File: src/rtl/dwp_pkg.sv
// package for the double-rate sram write port front end
package dwp_pkg;
  // ---------------------------------------------------------------
  // build widths
  // ---------------------------------------------------------------
  localparam int DWP_DATA_W_MAX  = 36;  // widest build data bits
  localparam int DWP_NIB_W       = 4;   // lane width on x8 build
  localparam int DWP_BYTE_W      = 9;   // lane width on other builds
  localparam int DWP_LANES_MAX   = 4;   // lanes on the widest build
  localparam int DWP_ADDR_W      = 20;  // widest write address width
  localparam int DWP_BUF_DEPTH   = 2;   // skid buffer entries
  localparam logic DWP_SEL_IDLE  = 1'b1; // select pins idle high

  // ---------------------------------------------------------------
  // one captured beat: address, beat index, data, active-high lanes
  // ---------------------------------------------------------------
  typedef struct packed {
    logic [DWP_ADDR_W-1:0]     addr;  // write address of the burst
    logic                      beat;  // 0 first word, 1 second word
    logic [DWP_DATA_W_MAX-1:0] data;  // beat data, low bits used
    logic [DWP_LANES_MAX-1:0]  lane;  // lane write enables
  } dwp_beat_t;

  // capture sequencer states
  typedef enum logic [2:0] {
    DWP_IDLE  = 3'b001,  // waiting for select low on positive edge
    DWP_FIRST = 3'b010,  // first beat held, waiting negative edge
    DWP_HOLD  = 3'b100   // both beats held, waiting to enter buffer
  } dwp_state_t;
endpackage

File: src/rtl/dwp_array.sv
// memory array of the write port with lane-masked word writes
`timescale 1ns/100ps
`default_nettype none
module dwp_array
  import dwp_pkg::*;
#(
  parameter int DATA_W = 36,
  parameter int LANE_W = 9,
  parameter int LANES  = 4,
  parameter int AW     = 4
)
(
  input  wire logic              clock,
  input  wire logic              wr_en,
  input  wire logic [AW-1:0]     wr_addr,
  input  wire logic [LANES-1:0]  wr_lane,
  input  wire logic [DATA_W-1:0] wr_data,
  input  wire logic [AW-1:0]     rd_addr,
  output var  logic [DATA_W-1:0] rd_data
);
  // lanes must tile the word exactly, or a lane would be lost
  if (DATA_W != LANES * LANE_W)
  begin : g_bad_tiling
    $error("dwp_array: DATA_W must equal LANES * LANE_W");
  end

  // ---------------------------------------------------------------
  // storage, no reset: contents are undefined until written
  // ---------------------------------------------------------------
  // one storage per lane, so each lane has a single writing process
  genvar g;
  generate
    for (g = 0; g < LANES; g = g + 1)
    begin : g_lane
      logic [LANE_W-1:0] mem_reg [0:(1<<AW)-1];  // this lane's words

      // masked lane keeps its contents; read data registered
      always_ff @(posedge clock)
      begin
        if (wr_en && wr_lane[g])
        begin
          mem_reg[wr_addr] <= wr_data[g*LANE_W +: LANE_W];
        end
        rd_data[g*LANE_W +: LANE_W] <= mem_reg[rd_addr];
      end
    end
  endgenerate
endmodule
`default_nettype wire

File: src/rtl/dwp_write_port.sv
// double-rate sram write port: capture, lane masks, buffer, array
// ---------------------------------------------------------------
// Functional notes
// - capture data on both clock rising edges
// - active-low write select sampled on positive edge
// - select high: ignore data, no write
// - x8 build: two nibble masks, low/high
// - unselected nibble leaves stored data unchanged
// - nibble mask sampled with its data beat
// - deasserted nibble mask discards that nibble
// - byte masks cover nine-bit lanes upward
// - unselected byte lane keeps stored data
// - byte mask sampled with its data beat
// - deasserted byte mask drops nine bits
// - write address taken on negative edge
// - address ignored when port deselected
// - every access starts on positive edge
// ---------------------------------------------------------------
`timescale 1ns/100ps
`default_nettype none
module dwp_write_port
  import dwp_pkg::*;
#(
  parameter int DATA_W = 36,
  parameter int AW     = 4
)
(
  input  wire logic              clock,
  input  wire logic              sys_rst,
  input  wire logic              clk_pos,
  input  wire logic              clk_neg,
  input  wire logic              write_port_select_n,
  input  wire logic [AW-1:0]     addr,
  input  wire logic [DATA_W-1:0] wr_data,
  input  wire logic [3:0]        lane_mask_n,
  input  wire logic [AW-1:0]     rd_addr,
  output var  logic [DATA_W-1:0] rd_data,
  output var  logic              cap_ready,
  output var  logic              write_done
);
  // ---------------------------------------------------------------
  // build derived lane layout
  // ---------------------------------------------------------------
  localparam int LANE_W = (DATA_W == 8) ? DWP_NIB_W : DWP_BYTE_W;  // lane width
  localparam int LANES  = DATA_W / LANE_W;                         // lane count

  // only the four builds are served; the beat bit needs AW of 2 or more
  if (!(DATA_W == 8 || DATA_W == 9 || DATA_W == 18 || DATA_W == DWP_DATA_W_MAX))
  begin : g_bad_width
    $error("dwp_write_port: DATA_W must be 8, 9, 18 or 36");
  end
  if (AW > DWP_ADDR_W || AW < 2)
  begin : g_bad_addr
    $error("dwp_write_port: AW out of range");
  end

  // ---------------------------------------------------------------
  // input synchronisers, two flops on every pin
  // ---------------------------------------------------------------
  logic [1:0]        kp_s1_reg, kp_s2_reg;     // clock pins, stage one and two
  logic              sel_s1_reg, sel_s2_reg;   // write select sync
  logic [AW-1:0]     adr_s1_reg, adr_s2_reg;   // address sync
  logic [DATA_W-1:0] dat_s1_reg, dat_s2_reg;   // data sync
  logic [3:0]        msk_s1_reg, msk_s2_reg;   // lane mask sync
  logic [1:0]        kp_d_reg;                 // delayed clocks for edges

  // pins treated as slow strobes sampled by the system clock
  always_ff @(posedge clock)
  begin
    if (sys_rst)
    begin
      // idle pin levels, negative clock high: no false edge after reset
      kp_s1_reg  <= 2'h2;
      kp_s2_reg  <= 2'h2;
      kp_d_reg   <= 2'h2;
      sel_s1_reg <= DWP_SEL_IDLE;
      sel_s2_reg <= DWP_SEL_IDLE;
      adr_s1_reg <= '0;
      adr_s2_reg <= '0;
      dat_s1_reg <= '0;
      dat_s2_reg <= '0;
      msk_s1_reg <= 4'hF;
      msk_s2_reg <= 4'hF;
    end
    else
    begin
      kp_s1_reg  <= {clk_neg, clk_pos};
      kp_s2_reg  <= kp_s1_reg;
      kp_d_reg   <= kp_s2_reg;
      sel_s1_reg <= write_port_select_n;
      sel_s2_reg <= sel_s1_reg;
      adr_s1_reg <= addr;
      adr_s2_reg <= adr_s1_reg;
      dat_s1_reg <= wr_data;
      dat_s2_reg <= dat_s1_reg;
      msk_s1_reg <= lane_mask_n;
      msk_s2_reg <= msk_s1_reg;
    end
  end

  // rising edges seen after synchronisation
  logic pos_edge;  // positive input clock rose
  logic neg_edge;  // negative input clock rose
  assign pos_edge = kp_s2_reg[0] & ~kp_d_reg[0];
  assign neg_edge = kp_s2_reg[1] & ~kp_d_reg[1];

  // active-high lane enables from the active-low masks
  logic [LANES-1:0] lane_en;
  assign lane_en = ~msk_s2_reg[LANES-1:0];

  // ---------------------------------------------------------------
  // capture sequencer
  // ---------------------------------------------------------------
  dwp_state_t state_reg;     // sequencer state
  dwp_beat_t  first_reg;     // first beat awaiting its address
  logic       push_ready;    // buffer took the last beat of a burst
  logic       cap_second;    // second beat seen this cycle
  logic       buf_in_ready;  // room for a beat in the buffer

  // second beat carries the write address for both beats
  assign cap_second = (state_reg == DWP_FIRST) && neg_edge;

  // state and first beat, one push per cycle so order holds
  always_ff @(posedge clock)
  begin
    if (sys_rst)
    begin
      state_reg <= DWP_IDLE;
      first_reg <= '0;
    end
    else
    begin
      unique case (state_reg)
        DWP_IDLE:
        begin
          if (pos_edge && !sel_s2_reg)
          begin
            first_reg.data <= DWP_DATA_W_MAX'(dat_s2_reg);
            first_reg.lane <= DWP_LANES_MAX'(lane_en);
            first_reg.beat <= 1'b0;
            state_reg      <= DWP_FIRST;
          end
        end
        DWP_FIRST:
        begin
          if (neg_edge)
          begin
            // address on negative edge, shared by both beats
            first_reg.addr <= DWP_ADDR_W'(adr_s2_reg);
            // stash second beat behind the first
            first_reg.data <= DWP_DATA_W_MAX'(dat_s2_reg);
            first_reg.lane <= DWP_LANES_MAX'(lane_en);
            first_reg.beat <= 1'b1;
            state_reg      <= DWP_HOLD;
          end
        end
        DWP_HOLD:
        begin
          if (push_ready)
            state_reg <= DWP_IDLE;
        end
        default:
          state_reg <= DWP_IDLE;
      endcase
    end
  end
  // the stash above is overwritten by beat two before beat one leaves,
  // so beat one goes in a side register
  dwp_beat_t b0_reg;    // beat one held for the hold phase
  logic      b0_sent_reg;  // beat one already in the buffer
  always_ff @(posedge clock)
  begin
    if (sys_rst)
    begin
      b0_reg      <= '0;
      b0_sent_reg <= 1'b0;
    end
    else
    begin
      if (cap_second)
      begin
        b0_reg      <= first_reg;
        b0_reg.addr <= DWP_ADDR_W'(adr_s2_reg);
        b0_sent_reg <= 1'b0;
      end
      else if (state_reg == DWP_HOLD && !b0_sent_reg && buf_in_ready)
        b0_sent_reg <= 1'b1;
      else if (state_reg == DWP_IDLE)
        b0_sent_reg <= 1'b0;
    end
  end

  // ---------------------------------------------------------------
  // two-entry buffer in front of the array
  // ---------------------------------------------------------------
  dwp_beat_t buf_reg [0:DWP_BUF_DEPTH-1];  // entries
  logic [1:0] cnt_reg;                     // occupancy
  logic       rd_ptr_reg, wr_ptr_reg;      // pointers
  logic       buf_in_valid;                // beat entering
  dwp_beat_t  buf_in;                      // entering beat
  logic       drain;                       // array takes head

  // beat one enters before beat two
  assign buf_in       = b0_sent_reg ? first_reg : b0_reg;
  assign buf_in_valid = (state_reg == DWP_HOLD);
  assign buf_in_ready = (cnt_reg != 2'(DWP_BUF_DEPTH));
  assign push_ready   = buf_in_ready && b0_sent_reg;
  assign drain        = (cnt_reg != 2'h0);  // array never stalls

  always_ff @(posedge clock)
  begin
    if (sys_rst)
    begin
      cnt_reg    <= 2'h0;
      rd_ptr_reg <= 1'b0;
      wr_ptr_reg <= 1'b0;
    end
    else
    begin
      if (buf_in_valid && buf_in_ready)
      begin
        buf_reg[wr_ptr_reg] <= buf_in;
        wr_ptr_reg          <= ~wr_ptr_reg;
      end
      if (drain)
        rd_ptr_reg <= ~rd_ptr_reg;
      cnt_reg <= 2'(cnt_reg + 2'(buf_in_valid && buf_in_ready) - 2'(drain));
    end
  end

  // status outputs
  always_ff @(posedge clock)
  begin
    if (sys_rst)
    begin
      cap_ready  <= 1'b0;
      write_done <= 1'b0;
    end
    else
    begin
      cap_ready  <= (state_reg == DWP_IDLE);
      write_done <= drain && buf_reg[rd_ptr_reg].beat;
    end
  end

  // ---------------------------------------------------------------
  // array
  // ---------------------------------------------------------------
  dwp_beat_t head;
  assign head = buf_reg[rd_ptr_reg];

  dwp_array #(
    .DATA_W (DATA_W),
    .LANE_W (LANE_W),
    .LANES  (LANES),
    .AW     (AW)
  ) u_array (
    .clock   (clock),
    .wr_en   (drain),
    .wr_addr ({head.addr[AW-2:0], head.beat}),
    .wr_lane (head.lane[LANES-1:0]),
    .wr_data (head.data[DATA_W-1:0]),
    .rd_addr (rd_addr),
    .rd_data (rd_data)
  );

  // ---------------------------------------------------------------
  // checks
  // ---------------------------------------------------------------
  a_desel_no_start: assert property (@(posedge clock) disable iff (sys_rst)
    (state_reg == DWP_IDLE && pos_edge && sel_s2_reg) |=> state_reg == DWP_IDLE)
    else $error("deselected write started");
  a_sel_starts: assert property (@(posedge clock) disable iff (sys_rst)
    (state_reg == DWP_IDLE && pos_edge && !sel_s2_reg) |=> state_reg == DWP_FIRST)
    else $error("selected write not started");
  a_no_overflow: assert property (@(posedge clock) disable iff (sys_rst)
    cnt_reg <= 2'(DWP_BUF_DEPTH))
    else $error("buffer overflow");
  a_two_beats: assert property (@(posedge clock) disable iff (sys_rst)
    cap_second |=> state_reg == DWP_HOLD)
    else $error("second beat lost");
  a_beat_pair: assert property (@(posedge clock) disable iff (sys_rst)
    (drain && !head.beat) |=> (drain && head.beat))
    else $error("second beat not right behind the first");
  a_addr_shared: assert property (@(posedge clock) disable iff (sys_rst)
    (drain && head.beat) |-> head.addr == $past(head.addr))
    else $error("burst beats split across addresses");
endmodule
`default_nettype wire
File: config.mk
export PLATFORM = sky130hd
export DESIGN_NAME = dwp_write_port
export DESIGN_NICKNAME = d
export VERILOG_FILES = /design/src/rtl/dwp_pkg.sv /design/src/rtl/dwp_array.sv /design/src/rtl/dwp_write_port.sv
export SDC_FILE = /design/constraint.sdc
export NUM_CORES = 1
export LEC_CHECK = 0
export BUFFER_PORTS_ARGS = -buffer_cell sky130_fd_sc_hd__buf_4
export CAP_MARGIN = 20
export CORE_MARGIN = 2
export CORE_UTILIZATION = 35
export CTS_BUF_LIST = sky130_fd_sc_hd__clkbuf_16
export CTS_CLUSTER_SIZE = 20
export DETAILED_ROUTE_END_ITERATION = 16
export PLACE_DENSITY = 0.49
export SYNTH_ARGS = -nofsm -noshare
export SYNTH_HDL_FRONTEND = slang
export SYNTH_SLANG_ARGS = --single-unit
File: constraint.sdc
create_clock -name clock -period 7.5 [get_ports clock]
set_input_delay 0.75 -clock clock [delete_from_list [all_inputs] [get_ports clock]]
set_output_delay 0.75 -clock clock [all_outputs]
set_load 0.1 [all_outputs]
==> reports/metrics.cfg <==
[status]
status = finished, final reports clean

[sta]
layout_setup_ws_ps = 4350
rsz0062_at_grt = false
setup_violations = 0
fin_setup_tns_ps = 0
fin_skew_ps = 19.7
fin_crit_ps = 3150
report.final.slew_viol_count = 0
hold_viol_final = 0
period_share = 0.420
fmax_mhz = 317
slew_headroom = 0.302
worst_pin_slew_ps = 1040

[floorplan]
rows = 111
core_area_um2 = 91900
die_h_um = 309
initial_core_util = 0.354
dieWidth_um = 309
fp.dieArea_um2 = 95500
ios = 91

[yosys]
yosys_warnings = 0
syn_inst = 1820
ys_types = 39
synth_nets = 1873
syn_avg_cell_area_um2 = 17.9
syn_area_um2 = 32600
synth_flop_cell = edfxtp_1
yosys.area.top_type_share = 0.612
async_flop_share = 0
yosysTopAreaCell = edfxtp_1
ys_top_cells_by_area = edfxtp_1 (61%), dfxtp_1 (14%), mux4_2 (10%)
synth_edf_count = 664
ys_seq_area_frac = 0.751
ys_seq_elements = 890

[drt]
first_iter_violations = 983
vias = 15700
drcViolationCount = 0
drtAntennaViolNets = 0
totalWireLength_mm = 66.1
firstDrtPassIters = 5
wire_per_inst_um = 20.1
vias_per_cell = 4.77

[clocking]
cts-root-buf = clkbuf_16
clock_latency_ps = 630
post_cts_buffers = 0
clock-sinks = 890
cts_tree = done
cts-resized-gates = 0
clkTransAtPathRegs_ps = 60
numCtsBuffers = 96
clockBufferDepth = 3
cts.hold.buffers_added = 0
htree_levels = 3

[cells_and_area]
ff_latch_area_um2 = 24500
nets = 2015
fin_util = 0.414
fill_cells = 8287
area_growth_syn_to_layout_pct = 16.8
design_area_um2 = 38100
largest_reg_flops = 576
drive_above_1_share = 0.276
multi_input_area_um2 = 7690

[setup_path]
crit_fanout = 29
path_class = reg2reg
slowest_delay_ps = 850
critPathSlowestCell = nor2_1
worstSetupEndpointType = flip-flop
critPathBufInv = 2
path_cells = buf_4, a32oi_1, buf_4, or2_1, nor2_1
crit_family = simple AND/OR/NAND/NOR gates
crit_path_frequent_cell = buf_4
required_ps = 7740
arrival_ps = 3390
cp-start-kind = flip-flop

[placed_design]
place_ws_ps = 4050
place.gp.congestion = 0.705
io_buffers = 89
post_dp_cell_area_um2 = 34900
hpwlAfterDp_mm = 38.8

[pwr]
vdd_ir_drop_max_uv = 180
cellPowerDensity_nw_per_um2 = 276
p_leak_nw = 12.5
finalPower_mw = 10.5

[hold_path]
min_from = lane_mask_n[0]
min_path_type = in2reg

[grt]
grt_start_max_net_pins = 93
grt_pass1_vias = 16600
track_usage = 0.142
grt_pass1_wl_mm = 101
antenna_found_initial = 0
grt_overflow = 0

[flow_run]
max_cap_violations = 0

[final timing paths]
check                                                  endpoint  slack [ps]  cells past startpoint
worst min register to register                       sel_s2_reg         410                      1
worst max-delay path            u_array.g_lane[0].mem_reg[9][1]        4350                      5
worst max register to register  u_array.g_lane[0].mem_reg[9][1]        4350                      5
worst min-delay path                              msk_s1_reg[0]         310                      2
[metrics by stage]
| step | hold WS (ps) | cells |
|---|---|---|
| floorplan | 389 | 1820 |
| global placement | 396 | 3102 |
| detailed placement | 397 | 3106 |
| CTS | 257 | 3283 |
| global route | 277 | 3284 |
| finish | 308 | 3287 |
[final cells by class]
| cell class | instances | share of cell area |
|---|---|---|
| Antenna cell | 3 | 0.000197 |
| Tap cell | 1243 | 0.0409 |
| Inverter | 4 | 0.000395 |
| Clock inverter | 76 | 0.0155 |
| Clock buffer | 101 | 0.0664 |
| Sequential cell | 890 | 0.643 |
| Multi-Input combinational cell | 814 | 0.202 |
| Timing Repair Buffer | 156 | 0.0316 |
[where the power goes]
group	total, mW	switching, mW	internal, mW
Sequential	5.31	0.0272	5.28
Clock	4.61	1.87	2.74
Combinational	0.580	0.369	0.211
[Yosys cell counts (6+ instances only)]
cell type and instances:
nand2_1 129, nor2_1 38, a21oi_1 49, buf_4 6
buf_1 7, nand2b_1 78, dfxtp_1 226, clkbuf_1 71
a22oi_1 73, edfxtp_1 664, mux2i_1 36, mux2_2 81
mux4_2 144, buf_2 25, or2_2 16, nor3_1 49
nor2b_1 87
[cells by family (layout without fill, tap and decap cells)]
logic type      count (synthesis)  count (layout)  share of synthesized area
other cells                     0               3                          0
simple gates                  409             409                     0.0646
buf+inv                       116             337                     0.0157
xor+xnor                        2               2                   0.000538
flops                         890             890                      0.751
mux                           265             265                      0.140
compound gates                138             138                     0.0278
[cells in the final DEF, fill, tap and decap left out, drive strengths merged, types with 2 or more instances in the layout]
| master | Yosys | routed |
|---|---|---|
| clkinv | 0 | 39 |
| nor3 | 51 | 51 |
| nand2b | 78 | 78 |
| mux2i | 36 | 36 |
| diode | 0 | 3 |
| a22oi | 73 | 73 |
| nor3b | 2 | 2 |
| bufinv | 0 | 9 |
| o21ai | 5 | 5 |
| xor2 | 2 | 2 |
| o21a | 2 | 2 |
| mux4 | 144 | 144 |
| a31oi | 2 | 2 |
| or2 | 18 | 18 |
| nand2 | 129 | 129 |
| inv | 4 | 28 |
| or3b | 2 | 2 |
| buf | 41 | 156 |
| o22a | 2 | 2 |
| clkinvlp | 0 | 4 |
| a21oi | 49 | 49 |
| dfxtp | 226 | 226 |
| a32oi | 2 | 2 |
| nor2b | 87 | 87 |
| edfxtp | 664 | 664 |
| nor2 | 39 | 39 |
| clkbuf | 71 | 101 |
| mux2 | 85 | 85 |
[worst register-to-register path, delay by kind of cell, from the launching register on]
family | cells | cell delay [ps]
buf+inv | 2 | 680
simple gates | 2 | 1230
compound gates | 1 | 160
flops | 1 | 700
[layer usage]
layer,global-route usage,part of all wire,vias up
met1,0.204,0.48,7978
met5,0,0,-
li1,-,-,7279
met3,0.0234,0.044,94
met4,0.0430,0.020,0
met2,0.220,0.46,312
Note: power is estimated with default switching activity, not from simulation.
